<file path="config.mk">
export PLATFORM = sky130hd
export DESIGN_NAME = interval_timer_edge_restart
export DESIGN_NICKNAME = d
export VERILOG_FILES = /design/src/shared/interval_timer_pkg.sv /design/src/rtl/interval_timer_edge_restart.sv
export SDC_FILE = /design/constraint.sdc
export NUM_CORES = 1
export LEC_CHECK = 0
export BUFFER_PORTS_ARGS = -buffer_cell sky130_fd_sc_hd__buf_4
export CAP_MARGIN = 20
export CORE_UTILIZATION = 33
export CTS_CLUSTER_DIAMETER = 60
export CTS_CLUSTER_SIZE = 20
export DETAILED_ROUTE_END_ITERATION = 8
export SLEW_MARGIN = 20
export SYNTH_ARGS = -nofsm -noshare
export SYNTH_HDL_FRONTEND = slang
export SYNTH_SLANG_ARGS = --single-unit
</file>
<file path="constraint.sdc">
create_clock -name clk_in -period 3.7 [get_ports clk_in]
set_input_delay 0.185 -clock clk_in [delete_from_list [all_inputs] [get_ports clk_in]]
set_output_delay 0.185 -clock clk_in [all_outputs]
set_load 0.02 [all_outputs]
</file>
<file path="src/shared/interval_timer_pkg.sv">
// Shared constants for the interval timer channel
package interval_timer_pkg;

    // ********************************************
    // Bus geometry
    // ********************************************
    localparam int ADR_W = 8;
    localparam int DAT_W = 32;
    localparam int REG_W = 16;

    // ********************************************
    // Register byte offsets
    // ********************************************
    localparam logic [7:0] ADDR_MODE = 8'h00;
    localparam logic [7:0] ADDR_EDGE = 8'h04;
    localparam logic [7:0] ADDR_PERIOD = 8'h08;
    localparam logic [7:0] ADDR_COUNT = 8'h0C;
    localparam logic [7:0] ADDR_TRIG = 8'h10;
    localparam logic [7:0] ADDR_STATUS = 8'h14;
    localparam logic [7:0] ADDR_OUTCTL = 8'h18;
    localparam logic [7:0] ADDR_PRESC = 8'h1C;

    // ********************************************
    // Field positions
    // ********************************************
    localparam int CKS_LSB = 14;
    localparam int CCS_BIT = 12;
    localparam int STS_LSB = 8;
    localparam int MD_LSB = 1;
    localparam int MD0_BIT = 0;
    localparam int TRIG_START_BIT = 0;
    localparam int TRIG_STOP_BIT = 1;
    localparam int STAT_RUN_BIT = 0;
    localparam int STAT_OUT_BIT = 1;
    localparam int OUT_DIRDIS_BIT = 0;
    localparam int OUT_MODE_BIT = 1;
    localparam int OUT_POL_BIT = 3;
    localparam int OUT_LEVEL_BIT = 10;
    localparam int PRESC_FLD_W = 4;

    // ********************************************
    // Reset values and codes
    // ********************************************
    localparam logic [15:0] MODE_RST = 16'h0000;
    localparam logic [15:0] EDGE_RST = 16'h0000;
    localparam logic [15:0] PERIOD_RST = 16'h0000;
    localparam logic [15:0] OUTCTL_RST = 16'h0000;
    localparam logic [15:0] PRESC_RST = 16'h3210;
    localparam logic [2:0] STS_EDGE = 3'b001;
    localparam logic [3:0] MD_INTERVAL = 4'b0000;
    localparam logic [1:0] EDGE_FALL = 2'b00;
    localparam logic [1:0] EDGE_RISE = 2'b01;
    localparam logic [1:0] EDGE_BOTH = 2'b10;

    typedef enum logic [0:0] {
        RUN_STOPPED = 1'b0,
        RUN_ACTIVE = 1'b1
    } run_state_t;

endpackage

</file>
<file path="src/rtl/interval_timer_edge_restart.sv">
// One interval timer channel with input-edge restart and a Wishbone slave
`timescale 1ns/100ps
`default_nettype none

module interval_timer_edge_restart (
    input wire logic clk_in,
    input wire logic resetn_in,
    input wire logic wb_cyc_in,
    input wire logic wb_stb_in,
    input wire logic wb_we_in,
    input wire logic [interval_timer_pkg::ADR_W-1:0] wb_adr_in,
    input wire logic [3:0] wb_sel_in,
    input wire logic [interval_timer_pkg::DAT_W-1:0] wb_dat_in,
    output logic [interval_timer_pkg::DAT_W-1:0] wb_dat_out,
    output logic wb_ack_out,
    input wire logic channel_in_in,
    output logic channel_out_out,
    output logic channel_irq_out
);
    import interval_timer_pkg::*;

    // ********************************************
    // Storage
    // ********************************************
    logic [REG_W-1:0] mode_r;
    logic [REG_W-1:0] edge_r;
    logic [REG_W-1:0] period_r;
    logic [REG_W-1:0] outctl_r;
    logic [REG_W-1:0] presc_r;
    logic [REG_W-1:0] cnt_r;
    logic [REG_W-1:0] cnt_nxt;
    logic [REG_W-1:0] pre_cnt_r;
    run_state_t run_r;
    run_state_t run_nxt;
    logic tog_r;
    logic tog_nxt;
    logic in_s1_r;
    logic in_s2_r;
    logic in_s3_r;

    // ********************************************
    // Wishbone slave
    // ********************************************

    // Request seen while no answer is out; ack follows one edge later
    wire req = wb_cyc_in & wb_stb_in;
    wire take = req & ~wb_ack_out;
    // Writes commit on the edge where the master samples ack
    wire wr_en = req & wb_we_in & wb_ack_out;
    wire wr_mode = wr_en & (wb_adr_in == ADDR_MODE);
    wire wr_edge = wr_en & (wb_adr_in == ADDR_EDGE);
    wire wr_period = wr_en & (wb_adr_in == ADDR_PERIOD);
    wire wr_trig = wr_en & (wb_adr_in == ADDR_TRIG) & wb_sel_in[0];
    wire wr_outctl = wr_en & (wb_adr_in == ADDR_OUTCTL);
    wire wr_presc = wr_en & (wb_adr_in == ADDR_PRESC);

    // Byte-lane merge of a 16-bit register
    function automatic logic [REG_W-1:0] merge(input logic [REG_W-1:0] old,
                                               input logic [DAT_W-1:0] dat,
                                               input logic [3:0] sel);
        logic [REG_W-1:0] res;
        res = old;
        if (sel[0]) begin
            res[7:0] = dat[7:0];
        end
        if (sel[1]) begin
            res[15:8] = dat[15:8];
        end
        return res;
    endfunction

    // Read mux; trigger reads zero, unmapped reads zero
    wire [REG_W-1:0] status_w = {14'h0000, channel_out_out, run_r == RUN_ACTIVE};
    wire [REG_W-1:0] rd16 =
        (wb_adr_in == ADDR_MODE) ? mode_r :
        (wb_adr_in == ADDR_EDGE) ? edge_r :
        (wb_adr_in == ADDR_PERIOD) ? period_r :
        (wb_adr_in == ADDR_COUNT) ? cnt_r :
        (wb_adr_in == ADDR_STATUS) ? status_w :
        (wb_adr_in == ADDR_OUTCTL) ? outctl_r :
        (wb_adr_in == ADDR_PRESC) ? presc_r : 16'h0000;

    // Ack and read data
    always_ff @(posedge clk_in or negedge resetn_in) begin
        if (!resetn_in) begin
            wb_ack_out <= 1'b0;
            wb_dat_out <= 32'h0000_0000;
        end else begin
            wb_ack_out <= take;
            if (take) begin
                wb_dat_out <= {16'h0000, rd16};
            end
        end
    end

    // Configuration registers
    always_ff @(posedge clk_in or negedge resetn_in) begin
        if (!resetn_in) begin
            mode_r <= MODE_RST;
            edge_r <= EDGE_RST;
            period_r <= PERIOD_RST;
            outctl_r <= OUTCTL_RST;
            presc_r <= PRESC_RST;
        end else begin
            if (wr_mode) begin
                mode_r <= merge(mode_r, wb_dat_in, wb_sel_in);
            end
            if (wr_edge) begin
                edge_r <= merge(edge_r, wb_dat_in, wb_sel_in);
            end
            if (wr_period) begin
                period_r <= merge(period_r, wb_dat_in, wb_sel_in);
            end
            if (wr_outctl) begin
                outctl_r <= merge(outctl_r, wb_dat_in, wb_sel_in);
            end
            if (wr_presc) begin
                presc_r <= merge(presc_r, wb_dat_in, wb_sel_in);
            end
        end
    end

    // ********************************************
    // Field decode
    // ********************************************
    wire [1:0] cks = mode_r[CKS_LSB+:2];
    wire ccs = mode_r[CCS_BIT];
    wire [2:0] sts = mode_r[STS_LSB+:3];
    wire md0 = mode_r[MD0_BIT];
    wire mode_ok = (mode_r[MD_LSB+:4] == MD_INTERVAL);
    wire [1:0] esel = edge_r[1:0];
    wire dir_dis = outctl_r[OUT_DIRDIS_BIT];
    wire toggle_mode = dir_dis & ~outctl_r[OUT_MODE_BIT];
    wire out_pol = outctl_r[OUT_POL_BIT];
    wire out_level = outctl_r[OUT_LEVEL_BIT];

    // ********************************************
    // Prescaler: four operation clocks as enables
    // ********************************************

    // Free divider; each clock k ticks when the low exp_k bits are all ones
    always_ff @(posedge clk_in or negedge resetn_in) begin
        if (!resetn_in) begin
            pre_cnt_r <= 16'h0000;
        end else begin
            pre_cnt_r <= pre_cnt_r + 16'h0001;
        end
    end

    logic [3:0] ck_tick;
    genvar g;
    generate
        for (g = 0; g < 4; g++) begin : g_ck
            wire [REG_W-1:0] mask = ~(16'hFFFF << presc_r[g*PRESC_FLD_W+:PRESC_FLD_W]);
            // Exponent zero gives a mask of zero, so the tick runs every clock
            assign ck_tick[g] = ((pre_cnt_r & mask) == mask);
        end
    endgenerate

    // ********************************************
    // Input synchroniser and edge detect
    // ********************************************

    // The second and third stages feed the detector; one edge makes one event
    always_ff @(posedge clk_in or negedge resetn_in) begin
        if (!resetn_in) begin
            in_s1_r <= 1'b0;
            in_s2_r <= 1'b0;
            in_s3_r <= 1'b0;
        end else begin
            in_s1_r <= channel_in_in;
            in_s2_r <= in_s1_r;
            in_s3_r <= in_s2_r;
        end
    end

    wire rise = in_s2_r & ~in_s3_r;
    wire fall = ~in_s2_r & in_s3_r;
    wire edge_valid = (esel == EDGE_FALL) ? fall :
                      (esel == EDGE_RISE) ? rise :
                      (esel == EDGE_BOTH) ? (rise | fall) : 1'b0;

    // ********************************************
    // Counter control
    // ********************************************
    wire running = (run_r == RUN_ACTIVE);
    // Count clock: operation clock, or input edges when source select is set
    wire count_src = ccs ? edge_valid : ck_tick[cks];
    wire count_tick = running & mode_ok & count_src;
    wire start_req = wr_trig & wb_dat_in[TRIG_START_BIT];
    wire stop_req = wr_trig & wb_dat_in[TRIG_STOP_BIT];
    // Edge restart only while counting; a stop in the same cycle wins
    wire ext_restart = running & mode_ok & (sts == STS_EDGE) & edge_valid;
    wire restart = (start_req | ext_restart) & ~stop_req;
    wire at_zero = (cnt_r == 16'h0000);
    wire tick_reload = count_tick & at_zero & ~stop_req & ~restart;
    // A restart event follows the start-interrupt select; a reload always fires
    wire event_w = (restart & md0) | tick_reload;

    // Next-state logic for run state, counter and toggle
    always_comb begin
        run_nxt = run_r;
        cnt_nxt = cnt_r;
        tog_nxt = tog_r;
        if (stop_req) begin
            run_nxt = RUN_STOPPED;
        end else if (start_req) begin
            run_nxt = RUN_ACTIVE;
        end
        if (restart) begin
            cnt_nxt = period_r;
        end else if (count_tick & ~stop_req) begin
            cnt_nxt = at_zero ? period_r : cnt_r - 16'h0001;
        end
        if (event_w & toggle_mode) begin
            tog_nxt = ~tog_r;
        end
    end

    // Stopped state holds counter and toggle as they are
    always_ff @(posedge clk_in or negedge resetn_in) begin
        if (!resetn_in) begin
            run_r <= RUN_STOPPED;
            cnt_r <= 16'h0000;
            tog_r <= 1'b0;
        end else begin
            run_r <= run_nxt;
            cnt_r <= cnt_nxt;
            tog_r <= tog_nxt;
        end
    end

    // Outputs registered; direct mode drives the software level
    always_ff @(posedge clk_in or negedge resetn_in) begin
        if (!resetn_in) begin
            channel_irq_out <= 1'b0;
            channel_out_out <= 1'b0;
        end else begin
            channel_irq_out <= event_w;
            channel_out_out <= dir_dis ? (tog_nxt ^ out_pol) : out_level;
        end
    end
endmodule

`default_nettype wire

</file>
## After elaboration in Yosys (flattened, before gate mapping)

Cells that the tools add are included.

| storage, ports and cells | value |
|---|---|
| bits in registers | 136 |
| latch bits | 0 |
| memory bits (writable) | 0 |
| ROM bits | 0 |
| input port bits | 50 |
| output and inout bits | 35 |
| logic and storage cells | 124 |
| memories | 0 |

| operators by class | value |
|---|---|
| add/sub/neg operators | 2 |
| multipliers | 0 |
| div/mod/pow operators | 0 |
| $lt $le $gt $ge | 1 |
| eq/ne operators | 14 |
| shift operators | 4 |
| muxes and demuxes | 20 |
| bitwise operators | 46 |
| reductions and logical operators | 16 |

Operator list:

| kind | number |
|---|---|
| 16-bit two-way mux | 10 |
| 16-bit AND | 4 |
| 16-bit equality test | 4 |
| 16-bit NOT | 4 |
| 16-bit by 4-bit left shift with 16-bit output (first input constant) | 4 |
| 8-bit by 5-bit equality test with 1-bit output (second input constant) | 4 |
| 1-bit AND | 27 |
| 2-bit AND reduction | 10 |
| 16-bit by 1-bit adder with 16-bit output (second input constant) | 1 |
| 8-bit by 4-bit equality test with 1-bit output (second input constant) | 2 |
| 16-bit zero test | 1 |
| 16-bit by 1-bit subtractor with 16-bit output (second input constant) | 1 |
| 1-bit two-way mux | 9 |
| 8-bit by 3-bit equality test with 1-bit output (second input constant) | 1 |
| 8-bit zero test | 1 |
| 1-bit NOT | 7 |
| 4-bit zero test | 1 |
| 2-bit nonzero test | 2 |
| 3-bit by 1-bit equality test with 1-bit output (second input constant) | 1 |
| 2-bit by 3-bit less-than comparator with 1-bit output (second input constant) | 1 |
| 1-bit bitwise OR | 3 |
| 1-bit binary-select mux with 2-bit select | 1 |
| 2-bit by 1-bit equality test with 1-bit output (second input constant) | 1 |
| 2-bit equality test (second input constant) | 1 |
| other kinds (2) | 2 |

## Logic depth before layout (Yosys ltp)

| depth | value |
|---|---|
| depth after elaboration | 16 |
| mapped depth | 13 |
| gate-level depth less buffers | 11 |

## Least setup slack after synthesis

OpenSTA, ideal clock, no wires.

| path | value |
|---|---|
| kind | reg2reg |
| start point | register in_s2_r |
| end point | register channel_out_out |
| library setup time | 120 ps |
| arrival | 2433 ps |
| required time | 3580 ps |
| slack | 1147 ps |
| cell stages (with the launch flop) | 10 |
| buffers on the path | 0 |
| cell sequence | dfrtp_1 inv_1 ha_1 o21ai_0 o21ai_0 or4b_1 o22ai_1 mux2_2 a31o_2 a31o_2 |

| between the ends | value |
|---|---|
| word-level cells in the longest chain between the ends | 16 |

Ends and longest elaborated chain:

| what | line | source |
|---|---|---|
| from (decl) | interval_timer_edge_restart.sv:38 | `logic in_s2_r;` |
| from (signal assigned) | interval_timer_edge_restart.sv:172 | `in_s2_r <= in_s1_r;` |
| 1-bit NOT | interval_timer_edge_restart.sv:178 | `wire fall = ~in_s2_r & in_s3_r;` |
| 1-bit AND | interval_timer_edge_restart.sv:178 |  |
| 1-bit bitwise OR | interval_timer_edge_restart.sv:181 | `(esel == EDGE_BOTH) ? (rise \| fall) : 1'b0;` |
| 1-bit two-way mux | interval_timer_edge_restart.sv:181 |  |
| 1-bit two-way mux | interval_timer_edge_restart.sv:180 | `(esel == EDGE_RISE) ? rise :` |
| 1-bit two-way mux (*) | interval_timer_edge_restart.sv:179 | `wire edge_valid = (esel == EDGE_FALL) ? fall :` |
| 1-bit two-way mux / 1-bit AND (equally long branches) | interval_timer_edge_restart.sv:188, interval_timer_edge_restart.sv:193 |  |
| 1-bit AND / 1-bit bitwise OR (equally long branches) | interval_timer_edge_restart.sv:189, interval_timer_edge_restart.sv:194 |  |
| 1-bit AND (on tied branches) | interval_timer_edge_restart.sv:196, interval_timer_edge_restart.sv:194 |  |
| 1-bit AND / 1-bit NOT (equally long branches) | interval_timer_edge_restart.sv:196 | `wire tick_reload = count_tick & at_zero & ~stop_req & ~restart;` |
| 1-bit AND | interval_timer_edge_restart.sv:196 |  |
| 1-bit bitwise OR (*) | interval_timer_edge_restart.sv:198 | `wire event_w = (restart & md0) \| tick_reload;` |
| 1-bit AND (*) | interval_timer_edge_restart.sv:215 | `if (event_w & toggle_mode) begin` |
| 1-bit two-way mux (*) | interval_timer_edge_restart.sv:215 |  |
| 1-bit XOR (*) | interval_timer_edge_restart.sv:240 | `channel_out_out <= dir_dis ? (tog_nxt ^ out_pol) : out_level;` |
| 1-bit two-way mux (*) | interval_timer_edge_restart.sv:240 |  |
| to (signal assigned) | interval_timer_edge_restart.sv:240 |  |
| to (decl) | interval_timer_edge_restart.sv:17 | `output logic channel_out_out,` |

Mark *: on every way between the ends. The rest lies on a longest branch, timed or not.
A chain may end at the register's enable or synchronous reset.

## Worst setup path in the final report

| path | value |
|---|---|
| start point | register in_s2_r |
| end point | register cnt_r[8] |

| between the ends | value |
|---|---|
| word-level cells in the longest chain between the ends | 10 |

Ends and longest elaborated chain:

| what | line | source |
|---|---|---|
| 1-bit NOT | interval_timer_edge_restart.sv:178 |  |
| 1-bit AND | interval_timer_edge_restart.sv:178 |  |
| 1-bit bitwise OR | interval_timer_edge_restart.sv:181 |  |
| 1-bit two-way mux | interval_timer_edge_restart.sv:181 |  |
| 1-bit two-way mux | interval_timer_edge_restart.sv:180 |  |
| 1-bit two-way mux (*) | interval_timer_edge_restart.sv:179 |  |
| 1-bit AND / 1-bit two-way mux (equally long branches) | interval_timer_edge_restart.sv:193, interval_timer_edge_restart.sv:188 |  |
| 1-bit bitwise OR / 1-bit AND (equally long branches) | interval_timer_edge_restart.sv:194, interval_timer_edge_restart.sv:189 |  |
| 1-bit AND (on tied branches) | interval_timer_edge_restart.sv:194, interval_timer_edge_restart.sv:212 |  |
| 16-bit two-way mux / 2-bit nonzero test (equally long branches) | - |  |
| to (signal assigned) | interval_timer_edge_restart.sv:228 | `cnt_r <= cnt_nxt;` |
| to (decl) | interval_timer_edge_restart.sv:30 | `logic [REG_W-1:0] cnt_r;` |

Marked as above.

==> impl_metrics.py <==
metrics = {
    "global_route": {
        "antenna_found_initial": 0,
        "grtUsageMet2": 0.2827,
        "grt_pass1_wl_um": 31620,
        "grt.overflow.total": 0,
        "top_usage_layer": "met2",
        "gr-usage-all-layers": 0.1847,
        "met3_usage": 0.04182,
        "grt_max_degree": 105,
        "grt_pass1_vias": 5683,
        "grtUsageMet1": 0.2552,
    },
    "sta": {
        "slew_headroom": 0.3374,
        "setup_viol": 0,
        "setup_ws_ps": 689.5,
        "final_max_slew_viol_count": 0,
        "rsz0062_at_grt": "false",
        "finalHoldViolCount": 0,
        "max_freq_ghz": 0.3322,
        "tns_ps": 0,
        "tightest_slew_ps": 993.9,
        "fin_crit_sh": 0.8136,
        "finalCriticalPeriod_ps": 3010,
        "fin_worst_skew_ps": 8.584,
        "timing.hold.ws_ps": 10.59,
    },
    "power": {
        "power.leakage_nw": 3.874,
        "power_density_nw_per_um2": 434.5,
        "ir_worst_vdd_v": 0.0002767,
    },
    "critical_path": {
        "r2r_end": "cnt_r[8]$_DFFE_PN0P_",
        "cp_num_buf_inv": 2,
        "rrSetupSlack_ps": 690,
        "critical_path.cell_chain": "inv_1 -> ha_1 -> o21ai_0 -> o21ai_0 -> or4b_1 -> o22ai_1 -> or2_1 -> buf_4 -> o21ai_0 -> a22o_1",
        "cp_max_fo": 15,
        "critPathMostFrequentCell": "o21ai_0",
        "crit_path_max_incr_delay_ps": 560,
        "critPathCaptureType": "flip-flop",
        "slowest_stage": "or4b_1",
        "crit_start": "in_s2_r$_DFF_PN0_",
        "start_kind": "flip-flop",
        "r2r-start": "in_s2_r$_DFF_PN0_",
        "worstPathRequired_ps": 4030,
        "critPathArrivalTime_ps": 3340,
        "cp_top_family": "compound AO/OA/AOI/OAI gates",
        "crit_type": "reg2reg",
        "rr_worst_depth": 10,
    },
    "cells_and_area": {
        "area_delta_synth_final_pct": 16.43,
        "final_util": 0.3978,
        "antenna_cells": 0,
        "nets": 847,
        "fin_area_um2": 8468,
        "drive_above_1_share": 0.2248,
    },
    "status": {
        "status": "finished, final reports clean",
    },
    "routing": {
        "drt_first_iter_violations": 310,
        "drcViolationCount": 0,
        "drt_wl_total_um": 19290,
        "vias": 5756,
        "route.antenna.remaining_nets": 0,
        "viasPerCell": 5.330,
        "wl_per_cell_um": 17.86,
        "first_pass_iters": 4,
    },
    "place": {
        "place_hpwl_um": 13340,
        "pre_cts_ws_ps": 745.6,
        "port_buffers": 50,
        "place_congestion": 0.8748,
        "post_dp_cell_area_um2": 7830,
    },
    "cts": {
        "cts_tree": "yes",
        "post_cts_resized": 0,
        "ctsRootBufferMaster": "clkbuf_16",
        "path_clk_slew_ps": 60,
        "clockBufferDepth": 2,
        "insertion_delay_ps": 440,
        "htreeDepth": 4,
        "cts_setup_buffers": 0,
        "clock_sinks": 135,
        "cts_buffers": 17,
        "postCtsHoldBufs": 5,
    },
    "floorplanning": {
        "row_count": 53,
        "ioPinCount": 85,
        "core-area_um2": 21290,
        "die_area_um2": 22640,
        "initial_core_util": 0.3417,
        "die-width_um": 150.5,
        "fp.dieH_um": 150.5,
    },
    "synthesis": {
        "netlist_area_um2": 7273,
        "synth-edff-count": 0,
        "synth_area_per_cell_um2": 9.672,
        "ys.flop_type": "dfrtp_1",
        "ys_types": 62,
        "ys_ff_latch": 135,
        "synthArstFlopShare": 1.000,
        "yosysWarnings": 0,
        "seq_area_frac_synth": 0.4652,
        "synth_cells": 752,
    },
    "min_path": {
        "worstHoldPathType": "in2reg",
        "hold_path.startpoint": "wb_dat_in[4]",
        "min_to": "presc_r[4]$_DFFE_PN1P_",
        "hold_path_depth": 3,
    },
    "run": {
        "max_cap_violations": 0,
    },
}
## per-layer routing
layer	part of all wire	wire, um
met5	0	0
met2	0.45	8740
met4	0.018	354
met3	0.047	901
met1	0.48	9290
## cells by family after synthesis
kind of cell               count (synthesis)  synth area share
muxes                                     93            0.1409
and+or+nand+nor                          219            0.1436
buffers and inverters                     83           0.05608
xor gates and xnor gates                  15           0.01806
DFF                                      135            0.4652
adders and majority gates                  5          0.008601
AOI/OAI and AO/OA                        201            0.1670
other                                      1         0.0005156
## cells in the mapped netlist (all sizes together), types with 17 or more instances
cell type    n  share of area
dfrtp      131           0.45
o21ai       79          0.056
mux2        75           0.12
nand2       69          0.036
nor2        59          0.030
a21oi       57          0.039
buf         34          0.031
clkbuf      27          0.014
inv         22          0.011
a22oi       18          0.019
mux2i       18          0.025
nor2b       17          0.015
## cells in the final DEF (no fill, tap or decap), types with 17 or more instances in the layout
cell type	n
nand2_1	69
clkbuf_16	17
buf_4	60
mux2_2	75
a21oi_1	57
dfrtp_1	131
o21ai_0	72
nor2b_1	17
inv_1	22
mux2i_1	18
a22oi_1	18
nor2_1	59
## worst max path at each step
stage                     cells past startpoint  slack [ps]                   endpoint
after floorplan                               9        1150  channel_out_out$_DFF_PN0_
after global placement                       10         790       cnt_r[8]$_DFFE_PN0P_
after detailed placement                     10         750       cnt_r[8]$_DFFE_PN0P_
after CTS                                    10         690       cnt_r[8]$_DFFE_PN0P_
after global routing                         10         430       cnt_r[5]$_DFFE_PN0P_
final                                        10         690       cnt_r[8]$_DFFE_PN0P_
## cell type report
| class | count | area [um^2] |
|---|---|---|
| Fill cell | 2106 | 12820 |
| Multi-Input combinational cell | 549 | 3538 |
| Sequential cell | 135 | 3383 |
| Timing Repair Buffer | 67 | 531.8 |
| Clock buffer | 18 | 439.2 |
| Tap cell | 275 | 344.1 |
| Clock inverter | 14 | 148.9 |
| Inverter | 22 | 82.58 |
## power by group
part	switching [mW]	internal, mW
Sequential	0.0903	1.54
Combinational	0.211	0.142
Clock	0.683	1.01
Total	0.985	2.69
## flip-flops by register name, summed over array words and instances (netlist names), 15 cells and up
signal,count
outctl_r,16
pre_cnt_r,15
presc_r,16
wb_dat_out,16
edge_r,16
cnt_r,16
period_r,16
mode_r,16
## through the flow
step / total power [mW] / instances
after floorplan: 1.863 / 767
after global placement: 2.001 / 1043
after detailed placement: 2.008 / 1043
after CTS: 3.715 / 1080
after global routing: 3.831 / 1080
final: 3.680 / 1080
## tightest hold or removal path, cell delays in order
cell and delay [ps]:
buf_4 140, nand2_1 50, o21ai_0 60
Note: power is estimated with default switching activity, not from simulation.
